## src/inc/call_return_stack_defs.svh

```systemverilog
`ifndef CALL_RETURN_STACK_DEFS_SVH
`define CALL_RETURN_STACK_DEFS_SVH

`define STACK_DEPTH 4
`define PTR_W 2
`define ADDR_W 11
`define HI_W 3
`define LO_W 8
`define REG_W 8

`define OFS_STACK_PTR 8'hdf
`define OFS_SLOT_BASE 8'hf0
`define OFS_SLOT_LAST 8'hf8

`define PTR_FIELD_MSB 1
`define PTR_FIELD_LSB 0
`define HI_FIELD_MSB 2
`define HI_FIELD_LSB 0

`define RST_STACK_PTR 2'h3
`define RST_SLOT_HI 3'h0
`define RST_SLOT_LO 8'h00
`define RST_PC 11'h000
`define RST_RDATA 8'h00
`define PC_STEP 11'h001

`endif

```

## src/inc/call_return_stack_pkg.sv

```systemverilog
`include "call_return_stack_defs.svh"

package call_return_stack_pkg;

   typedef logic [`PTR_W-1:0] ptr_t;
   typedef logic [`ADDR_W-1:0] ret_addr_t;

   // Register access from the core onto bank 0
   typedef struct packed {
      logic wr;
      logic rd;
      logic [`REG_W-1:0] addr;
      logic [`REG_W-1:0] wdata;
   } reg_req_s;

   // Sequencer commands
   typedef struct packed {
      logic call;
      logic ret;
      logic step;
      ret_addr_t target;
   } seq_cmd_s;

   typedef struct packed {
      ptr_t sp;
      logic [`STACK_DEPTH-1:0][`HI_W-1:0] slot_hi;
      logic [`STACK_DEPTH-1:0][`LO_W-1:0] slot_lo;
      ret_addr_t pc;
      logic [`REG_W-1:0] rdata;
      logic rvalid;
      logic popped;
   } stack_state_s;

endpackage

```

## src/call_return_stack.sv

```systemverilog
`timescale 1ns/10ps
`include "call_return_stack_defs.svh"
// Operation
// - The stack pointer is a 2-bit field in bits 1:0 of an 8-bit register, reset to 11, rest zero.
// - Each slot holds an 11-bit address, bits 10:8 in the high byte 2:0, bits 7:0 in the low byte.
// - A push decrements the pointer by one and a pop increments it by one.
// - A call saves the program counter plus one into the pointed slot, then loads the call target.
// - The stack is last-in first-out.
// - A return pops the latest call, increments the pointer and reloads the program counter.
// - Pushes from pointer 11 fill slots 0,1,2,3 leaving 10,01,00,11; a fifth push is overflow.
// - Pops read slot 3, 2, 1, 0 in turn and leave the pointer back at 11.
// - Pointer at 0DFH and slot bytes at 0F0H to 0F7H are readable, writable; slots reset to 0.
// - Any reset stops execution, restores pointer and slots and clears the program counter.
// - The stack has exactly four levels, used only for call and return addresses.
module call_return_stack
   import call_return_stack_pkg::*;
(
   input wire logic CLK,
   input wire logic RST_N,
   input wire logic REG_WR,
   input wire logic REG_RD,
   input wire logic [`REG_W-1:0] REG_ADDR,
   input wire logic [`REG_W-1:0] REG_WDATA,
   output logic [`REG_W-1:0] REG_RDATA,
   output logic REG_RVALID,
   input wire logic CALL,
   input wire logic RET,
   input wire logic STEP,
   input wire logic [`ADDR_W-1:0] CALL_TARGET,
   output logic [`ADDR_W-1:0] PROGRAM_COUNTER,
   output logic [`PTR_W-1:0] STACK_PTR,
   output logic RETURNED
);

   reg_req_s req;
   seq_cmd_s cmd;
   stack_state_s state_q;
   stack_state_s state_d;

   // Command kind after priority
   typedef enum logic [1:0] {
      OP_IDLE,
      OP_PUSH,
      OP_POP,
      OP_STEP
   } op_e;

   op_e op;
   logic do_push;
   logic do_pop;

   // Address decode, one bit per mapped byte
   logic hit_ptr;
   logic [`STACK_DEPTH-1:0] hit_hi;
   logic [`STACK_DEPTH-1:0] hit_lo;

   // Software write strobes per field
   logic wr_ptr;
   logic [`STACK_DEPTH-1:0] wr_hi;
   logic [`STACK_DEPTH-1:0] wr_lo;

   // Read contributions; decode is one-hot, so an OR acts as the mux
   logic [`REG_W-1:0] rd_ptr_byte;
   logic [`REG_W-1:0] rd_hi_byte [`STACK_DEPTH];
   logic [`REG_W-1:0] rd_lo_byte [`STACK_DEPTH];
   logic [`REG_W-1:0] rd_byte;
   logic [`REG_W-1:0] rdata_nxt;

   // Pointer, slot indices and addresses seen by this cycle's stack op
   ptr_t sp_eff;
   ptr_t sp_nxt;
   ptr_t push_idx;
   ptr_t pop_idx;
   ret_addr_t ret_pc;
   ret_addr_t pop_pc;
   ret_addr_t pc_nxt;

   // Per-slot push strobes and next slot contents
   logic [`STACK_DEPTH-1:0] push_we;
   logic [`HI_W-1:0] slot_hi_nxt [`STACK_DEPTH];
   logic [`LO_W-1:0] slot_lo_nxt [`STACK_DEPTH];

   // Slot for a push is the inverted pointer: 11->0, 10->1, 01->2, 00->3
   function automatic ptr_t push_slot(input ptr_t sp);
      push_slot = ~sp;
   endfunction

   // A pop reads the slot of the incremented pointer
   function automatic ptr_t pop_slot(input ptr_t sp);
      ptr_t nxt;
      nxt = sp + `PTR_W'(1);
      pop_slot = ~nxt;
   endfunction

   // Core strobes share CLK with the sequencer, so no synchroniser
   assign req.wr = REG_WR;
   assign req.rd = REG_RD;
   assign req.addr = REG_ADDR;
   assign req.wdata = REG_WDATA;
   assign cmd.call = CALL;
   assign cmd.ret = RET;
   assign cmd.step = STEP;
   assign cmd.target = CALL_TARGET;

   // Call wins over return, return over step; the core never issues two at once
   always_comb begin
      op = OP_IDLE;
      if (cmd.call) begin
         op = OP_PUSH;
      end else if (cmd.ret) begin
         op = OP_POP;
      end else if (cmd.step) begin
         op = OP_STEP;
      end
   end

   // Strobes for the per-slot logic
   assign do_push = (op == OP_PUSH);
   assign do_pop = (op == OP_POP);

   assign hit_ptr = (req.addr == `OFS_STACK_PTR);
   assign wr_ptr = req.wr & hit_ptr;

   // Unused upper bits of the pointer byte read zero
   always_comb begin
      rd_ptr_byte = 8'h00;
      if (hit_ptr) begin
         rd_ptr_byte[`PTR_FIELD_MSB:`PTR_FIELD_LSB] = state_q.sp;
      end
   end

   // A stack op in a write cycle indexes with the freshly written pointer
   always_comb begin
      sp_eff = state_q.sp;
      if (wr_ptr) begin
         sp_eff = req.wdata[`PTR_FIELD_MSB:`PTR_FIELD_LSB];
      end
   end

   // Push and pop index from the same pointer
   assign push_idx = push_slot(sp_eff);
   assign pop_idx = pop_slot(sp_eff);

   // Save first, then jump: the return lands on the word after the call
   assign ret_pc = state_q.pc + `PC_STEP;

   // Slot n: low byte at base+2n, high byte at base+2n+1; 0F8H stays unmapped
   genvar gi;
   generate
      for (gi = 0; gi < `STACK_DEPTH; gi++) begin : g_slot
         localparam logic [`REG_W-1:0] LO_OFS = `OFS_SLOT_BASE + 8'(2 * gi);
         localparam logic [`REG_W-1:0] HI_OFS = LO_OFS + 8'h01;

         assign hit_lo[gi] = (req.addr == LO_OFS);
         assign hit_hi[gi] = (req.addr == HI_OFS);
         assign wr_lo[gi] = req.wr & hit_lo[gi];
         assign wr_hi[gi] = req.wr & hit_hi[gi];

         // Slot index wraps with the pointer
         assign push_we[gi] = do_push & (push_idx == `PTR_W'(gi));

         // Only address bits 10:8 live in the high byte
         always_comb begin
            rd_hi_byte[gi] = 8'h00;
            if (hit_hi[gi]) begin
               rd_hi_byte[gi][`HI_FIELD_MSB:`HI_FIELD_LSB] = state_q.slot_hi[gi];
            end
         end

         always_comb begin
            rd_lo_byte[gi] = 8'h00;
            if (hit_lo[gi]) begin
               rd_lo_byte[gi] = state_q.slot_lo[gi];
            end
         end

         // A push wins over a software write to the same byte
         always_comb begin
            slot_hi_nxt[gi] = state_q.slot_hi[gi];
            if (push_we[gi]) begin
               slot_hi_nxt[gi] = ret_pc[`ADDR_W-1:`LO_W];
            end else if (wr_hi[gi]) begin
               slot_hi_nxt[gi] = req.wdata[`HI_FIELD_MSB:`HI_FIELD_LSB];
            end
         end

         always_comb begin
            slot_lo_nxt[gi] = state_q.slot_lo[gi];
            if (push_we[gi]) begin
               slot_lo_nxt[gi] = ret_pc[`LO_W-1:0];
            end else if (wr_lo[gi]) begin
               slot_lo_nxt[gi] = req.wdata;
            end
         end
      end
   endgenerate

   // Unmapped addresses leave every contribution at zero
   always_comb begin
      rd_byte = rd_ptr_byte;
      for (int i = 0; i < `STACK_DEPTH; i++) begin
         rd_byte = rd_byte | rd_hi_byte[i] | rd_lo_byte[i];
      end
   end

   // Read data holds until the next read
   always_comb begin
      rdata_nxt = state_q.rdata;
      if (req.rd) begin
         // Read sees the value before any same-cycle write
         rdata_nxt = rd_byte;
      end
   end

   // Return address as left by a same-cycle software write
   always_comb begin
      pop_pc = {state_q.slot_hi[pop_idx], state_q.slot_lo[pop_idx]};
      if (wr_hi[pop_idx]) begin
         pop_pc[`ADDR_W-1:`LO_W] = req.wdata[`HI_FIELD_MSB:`HI_FIELD_LSB];
      end
      if (wr_lo[pop_idx]) begin
         pop_pc[`LO_W-1:0] = req.wdata;
      end
   end

   // Pointer wraps modulo four both ways; no overflow flag is kept
   always_comb begin
      case (op)
         OP_PUSH: begin
            sp_nxt = sp_eff - `PTR_W'(1);
         end
         OP_POP: begin
            sp_nxt = sp_eff + `PTR_W'(1);
         end
         default: begin
            sp_nxt = sp_eff;
         end
      endcase
   end

   // Step and return both land on a stored or counted word
   always_comb begin
      case (op)
         OP_PUSH: begin
            pc_nxt = cmd.target;
         end
         OP_POP: begin
            pc_nxt = pop_pc;
         end
         OP_STEP: begin
            pc_nxt = ret_pc;
         end
         default: begin
            pc_nxt = state_q.pc;
         end
      endcase
   end

   // One register stage for all state
   always_comb begin
      state_d = state_q;
      // Pointer after the software write and the stack op
      state_d.sp = sp_nxt;
      for (int i = 0; i < `STACK_DEPTH; i++) begin
         state_d.slot_hi[i] = slot_hi_nxt[i];
         state_d.slot_lo[i] = slot_lo_nxt[i];
      end
      state_d.pc = pc_nxt;
      state_d.rdata = rdata_nxt;
      state_d.rvalid = req.rd;
      state_d.popped = do_pop;
   end

   // Every reset source lands here; execution restarts at zero
   always_ff @(posedge CLK or negedge RST_N) begin
      if (!RST_N) begin
         state_q.sp <= `RST_STACK_PTR;
         // Slots clear to zero
         for (int i = 0; i < `STACK_DEPTH; i++) begin
            state_q.slot_hi[i] <= `RST_SLOT_HI;
            state_q.slot_lo[i] <= `RST_SLOT_LO;
         end
         state_q.pc <= `RST_PC;
         state_q.rdata <= `RST_RDATA;
         state_q.rvalid <= 1'b0;
         state_q.popped <= 1'b0;
      end else begin
         state_q <= state_d;
      end
   end

   // Every output comes straight from state_q
   assign REG_RDATA = state_q.rdata;
   assign REG_RVALID = state_q.rvalid;
   assign PROGRAM_COUNTER = state_q.pc;
   assign STACK_PTR = state_q.sp;
   assign RETURNED = state_q.popped;

endmodule

```

## config.mk

```make
export PLATFORM = sky130hd
export DESIGN_NAME = call_return_stack
export DESIGN_NICKNAME = d
export VERILOG_FILES = /design/src/inc/call_return_stack_pkg.sv /design/src/call_return_stack.sv
export VERILOG_INCLUDE_DIRS = /design/src /design/src/inc
export SDC_FILE = /design/constraint.sdc
export NUM_CORES = 1
export LEC_CHECK = 0
export ABC_AREA = 1
export BUFFER_PORTS_ARGS = -buffer_cell sky130_fd_sc_hd__buf_2
export CORE_MARGIN = 10
export CORE_UTILIZATION = 45
export DETAILED_ROUTE_END_ITERATION = 8
export GPL_TIMING_DRIVEN = 0
export HOLD_SLACK_MARGIN = 0.08
export MAX_ROUTING_LAYER = met4
export PLACE_DENSITY = 0.69
export SKIP_LAST_GASP = 1
export SLEW_MARGIN = 20
export SYNTH_ARGS = -nofsm -noshare
export SYNTH_HDL_FRONTEND = slang
export SYNTH_SLANG_ARGS = --single-unit
```

## constraint.sdc

```tcl
create_clock -name CLK -period 4.3 [get_ports CLK]
set_clock_uncertainty 0.2 [all_clocks]
set_input_delay 0.645 -clock CLK [delete_from_list [all_inputs] [get_ports CLK]]
set_output_delay 0.645 -clock CLK [all_outputs]
set_load 0.01 [all_outputs]
```

# After elaboration in Yosys (flattened, before gate mapping)

Cells that the tools add are included.
W data, S select, Z words.

Register bits after elaboration: 67
Input bits: 34
Output and inout port bits: 23
Word-level logic and storage cells: 106

$add $sub $neg: 3
Order comparisons: 1
Eq/ne operators: 15
Mux-type cells: 41
Bitwise gates (word level): 23
Reduce and logical (&&, ||, !) cells: 10

Operator list:

| operator                | number |
|---|---|
| $mux W8                 | 14 |
| $eq A8 B8 Y1 const B    | 9 |
| $mux W3                 | 14 |
| $pmux W11 S3            | 1 |
| $or A8 B3 Y8            | 3 |
| $or A8 B8 Y8            | 3 |
| $bmux W8 S2             | 1 |
| $reduce_bool A2 Y1      | 8 |
| $and A1 B1 Y1           | 13 |
| $add A11 B1 Y11 const B | 1 |
| $mux W2                 | 5 |
| $eq A2 B2 Y1 const B    | 4 |
| $or A3 B8 Y8            | 1 |
| $bmux W3 S2             | 1 |
| $bmux W1 S2             | 2 |
| $eq A2 B1 Y1 const B    | 2 |
| $not A2 Y2              | 2 |
| $pmux W2 S2             | 1 |
| $lt A2 B3 Y1 const B    | 1 |
| $or A2 B3 Y3            | 1 |
| $reduce_bool A3 Y1      | 1 |
| $add A2 B1 Y2 const B   | 1 |
| $logic_not A2 Y1        | 1 |
| $mux W1                 | 2 |
| $sub A2 B1 Y2 const B   | 1 |

# Longest topological paths before layout

Gate-level depths: netlist of the first run.

Depth in word-level cells: 10
Mapped depth: 14
Gate-level depth less buffers: 13

# Worst setup path before layout of the first run

No wires, ideal clock.

Path type: in2reg
From: input REG_ADDR[6]
To: register state_q[63] (netlist bit)
Setup time: 0.131 ns
Data arrival time: 1.850 ns
Data required time: 3.969 ns
Slack: 2.118 ns
Stages: 12
Buffers on the path: 1
Cell sequence: nand2_1 nor2_2 nand4_1 nand2_4 nand2_2 nor2_2 inv_2 buf_6 nand2_1 nand2_1 nand2_1 o21ai_1

Longest elaborated chain between the ends: 7
Elaborated cells on any way between the ends: 10
Those cells by class: eq/ne (3); mux (2); bitwise (4); reduce/logical (1)

Ends and longest elaborated chain:

| element                                              | RTL line                 | text |
|---|---|---|
| start, declared                                      | call_return_stack.sv:22  | `` input wire logic [`REG_W-1:0] REG_ADDR, `` |
| $eq A8 B8 Y1 (no line)                               | --                       |  |
| $and A1 B1 Y1                                        | call_return_stack.sv:122 | `assign wr_ptr = req.wr & hit_ptr;` |
| $mux W2                                              | call_return_stack.sv:135 | `if (wr_ptr) begin` |
| $not A2 Y2                                           | call_return_stack.sv:85  | `push_slot = ~sp;` |
| $eq A2 B2 Y1                                         | call_return_stack.sv:160 | `` assign push_we[gi] = do_push & (push_idx == `PTR_W'(gi)); `` |
| $and A1 B1 Y1                                        | call_return_stack.sv:160 |  |
| $mux W3 / $reduce_bool A2 Y1 (equally long branches) | --                       |  |
| end signal, assigned                                 | call_return_stack.sv:288 | `state_q <= state_d;` |
| end, declared                                        | call_return_stack.sv:37  | `stack_state_s state_q;` |

Parallel ways exist; a longest one is shown, timed or not.
A chain may end at the register's enable or synchronous reset.

# Worst setup path in the final report of the first run

From: register state_q, in the netlist PROGRAM_COUNTER[0]
To: register state_q, in the netlist PROGRAM_COUNTER[10]

Longest elaborated chain between the ends: 2

Ends and longest elaborated chain:

| element                   | RTL line                 | text |
|---|---|---|
| $add A11 B1 Y11 (no line) | --                       |  |
| $pmux W11 S3              | call_return_stack.sv:243 | `case (op)` |

Every way passes these cells.

==> impl_metrics.ini, run 1 <==
[min_path]
min_path_cells = 1
min-delay-start = REG_RD
min_delay_endpoint = REG_RVALID
type_of_the_most_critical_hold_path = input port to flip-flop

[die]
design.portCount = 57
starting_density_of_the_core_pct = 46.3
core_um2 = 10900
die_area_um2 = 15800
die_height_um = 126
row_count = 38
dieWidth_um = 126

[critical_path]
r2r_slack_ns = 1.71
worst-path-buf-inv = 0
reg2regPathDepth = 8
criticalPathCategory = flip-flop to flip-flop
slowest_stage = sky130_fd_sc_hd__xor2_1
critPathMaxStageDelay_ns = 0.59
critical_path_arrival_ns = 2.64
worstSetupStartpointType = flip-flop
crit_path_max_fanout = 9
critical_path.reg2reg.endpoint = PROGRAM_COUNTER[10]
endpoint_kind = flip-flop
timing.critical_path.cells = ha_1, nand3_1, nor2_1, nand3_1, xor2_1, nor2_1, a211oi_1, a21oi_1
critPathTopFamily = XOR/XNOR gates
critical_path.reg2reg.startpoint = PROGRAM_COUNTER[0]
worstPathRequired_ns = 4.35

[route]
route.vias.total = 5015
antenna_violating_nets_post_route = 0
detail_route.wirelength_um = 18000
via_per_inst = 5.40
drt_first_pass_iters = 5
drc = 0
drt_iter0_markers = 498
average_wire_per_cell_in_the_routed_design_um = 19.3

[placement]
gp_congestion = 0.923
place.detailed.hpwl_um = 13800
number_of_buffers_added_on_ports = 54

[sta]
grt_setup_unrepaired = false
setup_violations = 0
tightestPinTransition_ns = 0.709
timing.setup.tns_ns = 0
finalCriticalPeriod_ns = 2.59
finalCritPeriodShare_pct = 60.1
number_of_hold_violations_in_the_final_report = 0
max_freq_ghz = 0.387
timing.final.max_slew_violations = 0
slew_headroom_pct = 52.6

[synth]
post-synth-top-area-fraction_pct = 32.3
synth.cells.most_frequent = 200 x sky130_fd_sc_hd__nand2_1, 111 x sky130_fd_sc_hd__inv_1, 65 x sky130_fd_sc_hd__dfrtp_1, 43 x sky130_fd_sc_hd__nand3_1, 43 x sky130_fd_sc_hd__nor2_1
synthCells = 716
ys_warn_count = 0
most_frequent_cell_after_synthesis = sky130_fd_sc_hd__nand2_1
post-synth-top-area-cell = sky130_fd_sc_hd__dfrtp_1
yosys.cell_types.count = 35
synth_seq_cells = 67
ys_async_sr_fraction_pct = 100
synth_edf_count = 0
total_nets_after_synthesis = 755
ys_seq_area_share_pct = 33.3
synth.cell_area_um2 = 5040
synth-main-ff-cell = sky130_fd_sc_hd__dfrtp_1
post_synth_main_area_contributors = sky130_fd_sc_hd__dfrtp_1 32%, sky130_fd_sc_hd__nand2_1 15%, sky130_fd_sc_hd__inv_1 8.3%
synth.avg_cell_area_um2 = 7.04

[clocking]
clock_buffers_created_by_tritoncts = 9
cts_tree = yes
clockRootBuffer = sky130_fd_sc_hd__clkbuf_8
clock_path_buffers = 2
clkLatencyLatePin_ns = 0.37
clock_sinks = 67
htree_num_levels = 3
path_clk_slew_ns = 0.08

[power_and_ir_drop]
finalPower_uw = 3020
pwr_density_cell_nw_per_um2 = 527
vdd_drop_max_mv = 0.300
leakagePower_uw = 0.00294

[status]
run_status = complete, no violations

[cells_and_area]
design.final.nets = 822
ff_latch_area_um2 = 1680
syn_to_final_growth_pct = 13.7
drive_above_1_share_pct = 22.6
multi_input_gate_area_in_the_final_layout_um2 = 2580
insertedDiodeCount = 0
num-fill-cells = 1092

[grt]
grt_remaining_overflow = 0
grt_start_max_net_pins = 43
number_of_global_route_vias_before_repair = 5074
grt_pass1_wl_um = 28200
grt_antenna_before_repair = 0
gr-usage-all-layers_pct = 23.2

[run]
max-cap-violations = 0
-- metal layers --
metal	vias to the layer above	track usage [%]	part of all wire (%)
met5	-	-	0
met4	0	10.4	2.9
met3	41	4.87	6.6
met2	216	34.7	45
met1	2323	29.5	45
li1	2435	-	-
-- metrics by stage --
stage	worst slack, ns	utilization [%]	hold slack [ns]	cell area (um2)	std cells
3_3_place_gp	1.54	50.4	0.268	5480	910
5_1_grt	1.58	52.6	0.235	5730	928
4_1_cts	1.73	52.6	0.219	5730	928
6_report	1.71	52.6	0.240	5730	928
2_1_floorplan	2.12	-	0.149	5040	716
3_5_place_dp	1.54	50.6	0.288	5510	911
-- layout by cell type, fill, tap and decap left out, types with 3 or more instances in the layout --
master	n
sky130_fd_sc_hd__clkbuf_8	11
sky130_fd_sc_hd__nor2_1	43
sky130_fd_sc_hd__a21oi_2	8
sky130_fd_sc_hd__nand2_4	6
sky130_fd_sc_hd__nand2_1	200
sky130_fd_sc_hd__buf_2	67
sky130_fd_sc_hd__ha_1	5
sky130_fd_sc_hd__o21ai_1	17
sky130_fd_sc_hd__nor3_1	3
sky130_fd_sc_hd__nor2_2	5
sky130_fd_sc_hd__xor2_1	9
sky130_fd_sc_hd__a221oi_1	9
sky130_fd_sc_hd__clkbuf_1	6
sky130_fd_sc_hd__a21oi_1	16
sky130_fd_sc_hd__o21ai_0	17
sky130_fd_sc_hd__buf_4	24
sky130_fd_sc_hd__inv_2	4
sky130_fd_sc_hd__nand4_1	6
sky130_fd_sc_hd__nand3_1	43
sky130_fd_sc_hd__inv_1	111
sky130_fd_sc_hd__nand3_2	11
sky130_fd_sc_hd__a31oi_1	3
sky130_fd_sc_hd__nor2_4	3
sky130_fd_sc_hd__nand2_2	22
sky130_fd_sc_hd__o211ai_1	23
sky130_fd_sc_hd__o221ai_1	18
sky130_fd_sc_hd__o22ai_1	10
sky130_fd_sc_hd__dfrtp_1	65
sky130_fd_sc_hd__buf_6	7
-- sequential cells by signal (all words and copies together), names as in the netlist --
| name | flops |
|---|---|
| STACK_PTR | 2 |
| REG_RVALID | 1 |
| REG_RDATA | 8 |
| PROGRAM_COUNTER | 11 |
| RETURNED | 1 |
| state_q | 44 |
-- final cells by class --
cell class,count,share of cell area (%)
multi-input combinational,484,45.1
sequential,67,29.3
inverter,115,7.54
buffer,50,6.01
timing repair buffer,56,5.42
tap,140,3.06
clock buffer,12,2.71
clock inverter,4,0.852
-- where the power goes --
| group | leakage, uW | switching (uW) | internal, uW |
|---|---|---|---|
| Clock | 0.000106 | 271 | 299 |
| Sequential | 0.000788 | 140 | 869 |
| Combinational | 0.00204 | 930 | 508 |
| Total | 0.00294 | 1340 | 1680 |
-- worst max path at each step --
stage / start / cells after the start / end / slack (ns)
floorplan: REG_ADDR[6] / 12 / state_q[63] / 2.12
CTS: PROGRAM_COUNTER[0] / 8 / PROGRAM_COUNTER[10] / 1.73
detailed placement: REG_ADDR[2] / 11 / PROGRAM_COUNTER[6] / 1.54
global placement: REG_ADDR[2] / 11 / PROGRAM_COUNTER[6] / 1.54
finish: PROGRAM_COUNTER[0] / 8 / PROGRAM_COUNTER[10] / 1.71
global route: PROGRAM_COUNTER[0] / 8 / PROGRAM_COUNTER[10] / 1.58
-- timing repair --
item,CTS,global route
endpoints found under the hold margin,25,0
hold buffers,1,0
endpoints found under the setup margin,0,0
gates resized for setup,0,0
setup buffers,0,0
-- kinds of logic after synthesis --
logic type	after synthesis	share of synthesized area (%)
AO/OA/AOI/OAI	125	16.8
XOR/XNOR	9	1.56
adder cells (fa/ha/maj)	5	1.24
buffers and inverters	165	15.4
flip-flops	67	33.3
AND/OR/NAND/NOR	345	31.7
No activity file was read; power rests on OpenSTA's default activity.
==> inputs of run 2 (changes only) <==
--- a/config.mk
+++ b/config.mk
@@ -6,7 +6,7 @@
 export SDC_FILE = /design/constraint.sdc
 export NUM_CORES = 1
 export LEC_CHECK = 0
-export ABC_AREA = 1
+export ABC_AREA = 0
 export BUFFER_PORTS_ARGS = -buffer_cell sky130_fd_sc_hd__buf_2
 export CORE_MARGIN = 10
 export CORE_UTILIZATION = 45
@@ -14,7 +14,7 @@
 export GPL_TIMING_DRIVEN = 0
 export HOLD_SLACK_MARGIN = 0.08
 export MAX_ROUTING_LAYER = met4
-export PLACE_DENSITY = 0.69
+export PLACE_DENSITY = 0.72
 export SKIP_LAST_GASP = 1
 export SLEW_MARGIN = 20
 export SYNTH_ARGS = -nofsm -noshare
==> constraint.sdc (replaced) <==
create_clock -name CLK -period 2.1 [get_ports CLK]
set_clock_uncertainty 0.2 [all_clocks]
set_input_delay 0.315 -clock CLK [delete_from_list [all_inputs] [get_ports CLK]]
set_output_delay 0.315 -clock CLK [all_outputs]
set_load 0.01 [all_outputs]
==> run 2 against run 1 <==
  * Maximum frequency grew 17%
  * The run now ends with setup timing left
  * Critical path depth down 1
  * Cell area up 4.7%
  * Highest routed layer unchanged
  * Clock power increased to 2.6 times the previous value
  * Synthesized cell count down 25%
  * Worst hold slack worse by 0.14 ns
  * Combinational power rose by 120%
==> impl_metrics.ini, run 2 <==
[critical_path]
worstSetupStartpointType = flip-flop
critPathMaxStageDelay_ns = 0.56
worstPathRequired_ns = 2.12
slowest_stage = sky130_fd_sc_hd__dfstp_2
criticalPathCategory = flip-flop to flip-flop
cp-startpoint = STACK_PTR[1]
timing.critical_path.cells = o31ai_4, and2_4, buf_6, o32a_4, buf_8, a41oi_4, o41ai_4
critical_path.reg2reg.startpoint = STACK_PTR[1]
endpoint_kind = flip-flop
crit_path_max_fanout = 10
critical_path_arrival_ns = 2.23

[die]
row_count = 37
die_height_um = 122
core_um2 = 10300
starting_density_of_the_core_pct = 45.8
design.portCount = 57
die_area_um2 = 15000
dieWidth_um = 122

[route]
via_per_inst = 6.03
average_wire_per_cell_in_the_routed_design_um = 20.7
route.vias.total = 4634
antenna_violating_nets_post_route = 0
drc = 0
drt_first_pass_iters = 5
drt_iter0_markers = 491
detail_route.wirelength_um = 15900

[sta]
tightestPinTransition_ns = 0.726
number_of_hold_violations_in_the_final_report = 0
timing.final.max_slew_violations = 0
grt_setup_unrepaired = true
finalCriticalPeriod_ns = 2.21
setup_ws_ns = -0.106
fin_worst_hold_slack_ns = 0.0991
setup_violations = 28
finalCritPeriodShare_pct = 105
max_freq_ghz = 0.453
slew_headroom_pct = 51.6
timing.setup.tns_ns = -1.02

[synth]
post-synth-top-area-fraction_pct = 34.5
synth_seq_cells = 67
post_synth_main_area_contributors = sky130_fd_sc_hd__dfrtp_1 35%, sky130_fd_sc_hd__mux2i_1 11%, sky130_fd_sc_hd__a21oi_1 5.9%
synth.avg_cell_area_um2 = 8.76
most_frequent_cell_after_synthesis = sky130_fd_sc_hd__nand2_1
ys_seq_area_share_pct = 35.6
ys_warn_count = 0
total_nets_after_synthesis = 577
synth.cell_area_um2 = 4710
synth.cells.most_frequent = 71 x sky130_fd_sc_hd__nand2_1, 65 x sky130_fd_sc_hd__dfrtp_1, 56 x sky130_fd_sc_hd__a21oi_1, 52 x sky130_fd_sc_hd__mux2i_1, 39 x sky130_fd_sc_hd__nor2_1
post-synth-top-area-cell = sky130_fd_sc_hd__dfrtp_1
synth_edf_count = 0
yosys.cell_types.count = 58
synthCells = 538
ys_async_sr_fraction_pct = 100
synth-main-ff-cell = sky130_fd_sc_hd__dfrtp_1

[grt]
number_of_global_route_vias_before_repair = 4743
grt_start_max_net_pins = 55
grt_remaining_overflow = 0
grt_antenna_before_repair = 0
grt_pass1_wl_um = 25300
gr-usage-all-layers_pct = 22.0

[run]
max-cap-violations = 0

[cells_and_area]
layout_common_cells = 69 x sky130_fd_sc_hd__nand2_1, 62 x sky130_fd_sc_hd__dfrtp_1, 54 x sky130_fd_sc_hd__buf_2, 52 x sky130_fd_sc_hd__mux2i_1, 52 x sky130_fd_sc_hd__a21oi_1
stdcell_area_um2 = 6000
top_register = state_q
num-fill-cells = 933
drive_above_1_share_pct = 30.5
most_common_cell_after_layout_fill_and_taps_aside = sky130_fd_sc_hd__nand2_1
design.final.nets = 667
ff_latch_area_um2 = 1680
multi_input_gate_area_in_the_final_layout_um2 = 2860
syn_to_final_growth_pct = 27.3
largest_register_ff_count = 44
insertedDiodeCount = 0

[clocking]
cts_tree = yes
clock_sinks = 67
path_clk_slew_ns = 0.09
clkLatencyLatePin_ns = 0.35
clock_buffers_created_by_tritoncts = 9
clock_path_buffers = 2
htree_num_levels = 3
clockRootBuffer = sky130_fd_sc_hd__clkbuf_8

[power_and_ir_drop]
power.share.switching_pct = 39.3
leakagePower_uw = 0.00264
internal_power_uw = 4180
vdd_drop_max_mv = 0.625
comb_power_share_pct = 45.2
relative_contribution_of_sequential_cells_to_total_power_pct = 33.2
total_switching_power_uw = 2700
clock_power_share_pct = 21.7
pwr_density_cell_nw_per_um2 = 1150

[placement]
place.detailed.hpwl_um = 11000
number_of_buffers_added_on_ports = 55
preCtsSetupSlack_ns = -0.729
dpl-instance-area_um2 = 5250
gp_congestion = 0.997

[min_path]
min-delay-start = REG_WDATA[5]
type_of_the_most_critical_hold_path = input port to flip-flop

[status]
run_status = finished, violations left
violations = setup timing
## run 2: cell types whose count changed in the layout (fill, tap and decap cells not counted), moves of 13 or more
cell and change:
sky130_fd_sc_hd__buf_4 +23, sky130_fd_sc_hd__nand3_1 -35, sky130_fd_sc_hd__o211ai_1 -13, sky130_fd_sc_hd__o221ai_1 -13
sky130_fd_sc_hd__o21ai_1 -16, sky130_fd_sc_hd__nand2_1 -131, sky130_fd_sc_hd__nand2_2 -21, sky130_fd_sc_hd__a221o_1 +14
sky130_fd_sc_hd__buf_2 -13, sky130_fd_sc_hd__inv_1 -102, sky130_fd_sc_hd__mux2i_1 +52, sky130_fd_sc_hd__a21oi_1 +36
## run 2: metrics by stage
stage          util [%]  power, uW  std cells
2_1_floorplan         -       4020        538
3_3_place_gp       50.7       4820        729
3_5_place_dp       51.0       4900        730
4_1_cts            56.7       6630        763
5_1_grt            58.3       7250        769
6_report           58.3       6890        769
## run 2: kinds of logic (layout without fill, tap and decap cells)
logic type,after synthesis,after routing,share of synthesized area (%)
XOR/XNOR,9,9,1.67
multiplexers,62,62,13.9
AND/OR/NAND/NOR,185,185,19.2
buffers and inverters,69,164,7.89
adder cells (fa/ha/maj),5,5,1.33
AO/OA/AOI/OAI,141,141,20.4
flip-flops,67,67,35.6
## run 2: metal layers
layer	up-vias	wire length (um)	GRT usage, %
met5	-	0	-
met4	0	323	5.89
met3	26	1540	5.74
met2	246	7220	33.0
met1	2239	6840	28.7
li1	2123	-	-
## run 2: path summary, 6_finish.rpt
kind	slack [ns]	to	cells after the start
max	-0.11	PROGRAM_COUNTER[0]	7
min	0.1	PROGRAM_COUNTER[5]	3
max reg2reg	-0.11	PROGRAM_COUNTER[0]	7
min reg2reg	0.28	REG_RDATA[4]	1
max in group asynchronous	0.95	STACK_PTR[1]	3
min in group asynchronous	0.16	state_q[25]	2
## run 2: area by class of cell
| cell class | count | share of cell area [%] |
|---|---|---|
| tap | 136 | 2.84 |
| sequential | 67 | 28.1 |
| inverter | 9 | 0.563 |
| buffer | 58 | 7.45 |
| clock inverter | 6 | 2.27 |
| timing repair buffer | 81 | 8.83 |
| multi-input combinational | 402 | 47.7 |
| clock buffer | 10 | 2.30 |
## run 2: power by group through the flow
stage / clock [uW] / combinational [uW] / sequential [uW]
global placement: 0 / 2560 / 2260
global route: 1560 / 3360 / 2340
detailed placement: 0 / 2620 / 2280
CTS: 1510 / 2860 / 2260
floorplan: 0 / 1900 / 2110
finish: 1490 / 3110 / 2290
## run 2: repair_timing
action,4_1_cts,5_1_grt
buffers inserted,16,5
endpoints found under the setup margin,63,55
gates resized for setup,41,35
hold buffers,2,0
cloned,0,2
hold endpoints to repair,66,0
pin swaps,11,11
## run 2: worst max-delay path: cells and delay by family (launching register included)
kind | cells | cell delay [ns]
DFF | 1 | 0.56
and+or+nand+nor | 1 | 0.15
buffers and inverters | 2 | 0.30
AOI/OAI and AO/OA | 4 | 0.86
==> inputs of run 3 (changes only) <==
--- a/config.mk
+++ b/config.mk
@@ -6,7 +6,7 @@
 export SDC_FILE = /design/constraint.sdc
 export NUM_CORES = 1
 export LEC_CHECK = 0
-export ABC_AREA = 0
+export ABC_AREA = 1
 export BUFFER_PORTS_ARGS = -buffer_cell sky130_fd_sc_hd__buf_2
 export CORE_MARGIN = 10
 export CORE_UTILIZATION = 45
@@ -14,7 +14,7 @@
 export GPL_TIMING_DRIVEN = 0
 export HOLD_SLACK_MARGIN = 0.08
 export MAX_ROUTING_LAYER = met4
-export PLACE_DENSITY = 0.72
+export PLACE_DENSITY = 0.71
 export SKIP_LAST_GASP = 1
 export SLEW_MARGIN = 20
 export SYNTH_ARGS = -nofsm -noshare
==> run 3 against run 2 <==
  * The flow now finishes without violations
  * Maximum frequency up 9.6%
  * Global-route usage down 0.19 points
  * Non-clock buffer count down 20
  * Clock-buffer cell count up 3
  * Clock power down 19%
  * Worst hold slack worse by 0.034 ns
  * Cell area down 1.6%
  * Cell count up 22%
  * Critical path depth down 1
  * Utilization down 4.1 points
  * Critical path type unchanged
  * Largest power group unchanged
==> impl_metrics.ini, run 3 (same netlist as run 1, synthesis figures left out) <==
[placement]
placedCellCount = 911
dpl-instance-area_um2 = 5510
number_of_buffers_added_on_ports = 54
gp_congestion = 0.975
place.detailed.hpwl_um = 13100

[critical_path]
worstPathRequired_ns = 2.17
worstSetupStartpointType = flip-flop
reg2regPathDepth = 6
r2r_slack_ns = 0.09
critical_path.reg2reg.startpoint = PROGRAM_COUNTER[1]
critical_path_arrival_ns = 2.08
criticalPathCategory = flip-flop to flip-flop
critical_path.reg2reg.endpoint = state_q[53]
crit_path_max_fanout = 4
endpoint_kind = flip-flop

[power_and_ir_drop]
pwr_density_cell_nw_per_um2 = 1060
finalPower_uw = 6230
leakagePower_uw = 0.00299
vdd_drop_max_mv = 0.519

[min_path]
type_of_the_most_critical_hold_path = input port to flip-flop
min_delay_endpoint = PROGRAM_COUNTER[6]
min_path_cells = 3
min-delay-start = CALL_TARGET[6]

[grt]
number_of_global_route_vias_before_repair = 5061
grt_antenna_before_repair = 0
grt_remaining_overflow = 0
gr-usage-all-layers_pct = 21.8
grt_start_max_net_pins = 41
grt_pass1_wl_um = 27000

[cells_and_area]
ff_latch_area_um2 = 1680
design.final.nets = 835
most_common_cell_after_layout_fill_and_taps_aside = sky130_fd_sc_hd__nand2_1
syn_to_final_growth_pct = 17.1
largest_register_ff_count = 44
layout_common_cells = 200 x sky130_fd_sc_hd__nand2_1, 111 x sky130_fd_sc_hd__inv_1, 67 x sky130_fd_sc_hd__buf_2, 64 x sky130_fd_sc_hd__dfrtp_1, 41 x sky130_fd_sc_hd__nand3_1
num-fill-cells = 1063
layoutNonFillerInstCount = 941
stdcell_area_um2 = 5900
insertedDiodeCount = 0
drive_above_1_share_pct = 24.6
multi_input_gate_area_in_the_final_layout_um2 = 2640
top_register = state_q

[route]
average_wire_per_cell_in_the_routed_design_um = 18.0
via_per_inst = 5.38
drc = 0
drt_first_pass_iters = 5
detail_route.wirelength_um = 17000
route.vias.total = 5064
antenna_violating_nets_post_route = 0
drt_iter0_markers = 589

[die]
design.portCount = 57
dieWidth_um = 126
die_height_um = 126
starting_density_of_the_core_pct = 46.3
row_count = 38
core_um2 = 10900
die_area_um2 = 15800

[sta]
grt_setup_unrepaired = true
setup_violations = 0
tightestPinTransition_ns = 0.581
fin_worst_hold_slack_ns = 0.0652
max_freq_ghz = 0.497
number_of_hold_violations_in_the_final_report = 0
finalCriticalPeriod_ns = 2.01
slew_headroom_pct = 61.0
finalCritPeriodShare_pct = 95.9
timing.final.max_slew_violations = 0

[clocking]
clkLatencyLatePin_ns = 0.37
clock_sinks = 67
htree_num_levels = 3
path_clk_slew_ns = 0.08
clock_buffers_created_by_tritoncts = 9
cts_tree = yes
clock_path_buffers = 2
clockRootBuffer = sky130_fd_sc_hd__clkbuf_8

[run]
max-cap-violations = 0

[status]
run_status = complete, no violations
[run 3: cell types whose count changed in the layout (fill, tap and decap cells not counted), sizes merged, moves of 13 or more]
cell / delta
o211ai: +13
a221o: -14
mux2i: -52
o221ai: +13
a21oi: -32
nand3: +44
inv: +106
nand2: +157
[run 3: worst max-delay path, cell delays in order (launching register included)]
cell	delay, ns
sky130_fd_sc_hd__dfrtp_1	0.40
sky130_fd_sc_hd__ha_1	0.20
sky130_fd_sc_hd__nand3_1	0.16
sky130_fd_sc_hd__nor3_1	0.29
sky130_fd_sc_hd__xor2_1	0.24
sky130_fd_sc_hd__inv_1	0.18
sky130_fd_sc_hd__o221ai_1	0.23
[run 3: worst max path at each step]
stage                                  start             endpoint  slack (ns)
after floorplan           PROGRAM_COUNTER[0]  PROGRAM_COUNTER[10]        0.20
after global placement    PROGRAM_COUNTER[0]  PROGRAM_COUNTER[10]       -0.38
after detailed placement  PROGRAM_COUNTER[0]  PROGRAM_COUNTER[10]       -0.39
final                     PROGRAM_COUNTER[1]          state_q[53]        0.09
after CTS                        REG_ADDR[2]   PROGRAM_COUNTER[4]        0.04
after global routing      PROGRAM_COUNTER[1]          state_q[58]       -0.03
[run 3: layer usage]
layer  GRT usage, %  share of wire [%]  vias to the layer above
li1               -                  -                     2454
met2           33.9                 46                      239
met5              -                  0                        -
met4           9.71                3.1                        0
met3           3.19                8.8                       34
met1           27.5                 42                     2337
[run 3: through the flow]
stage / utilization (%) / TNS, ns / setup WS, ns
2_1_floorplan: - / 0 / 0.195
3_3_place_gp: 50.4 / -10.17 / -0.379
3_5_place_dp: 50.6 / -11.13 / -0.393
4_1_cts: 53.7 / 0 / 0.0395
5_1_grt: 54.2 / -0.131 / -0.0293
6_report: 54.2 / 0 / 0.0869
[run 3: repair_timing]
action                                  4_1_cts  5_1_grt
hold buffers                                  6        0
pin swaps                                     1        1
hold endpoints to repair                     72        0
endpoints found under the setup margin       20       25
gates resized for setup                       6        6
buffers inserted                              4        4
[run 3: layout make-up]
cell class | count | area share [%]
sequential | 67 | 28.5
inverter | 115 | 7.31
clock inverter | 3 | 0.763
tap | 140 | 2.97
timing repair buffer | 69 | 7.00
clock buffer | 13 | 2.86
multi-input combinational | 484 | 44.8
buffer | 50 | 5.83
[run 3: report_power, final]
part / total [uW] / internal (uW) / switching (uW)
clock network: 1200 / 647 / 550
registers: 2060 / 1780 / 281
logic: 2970 / 1090 / 1880
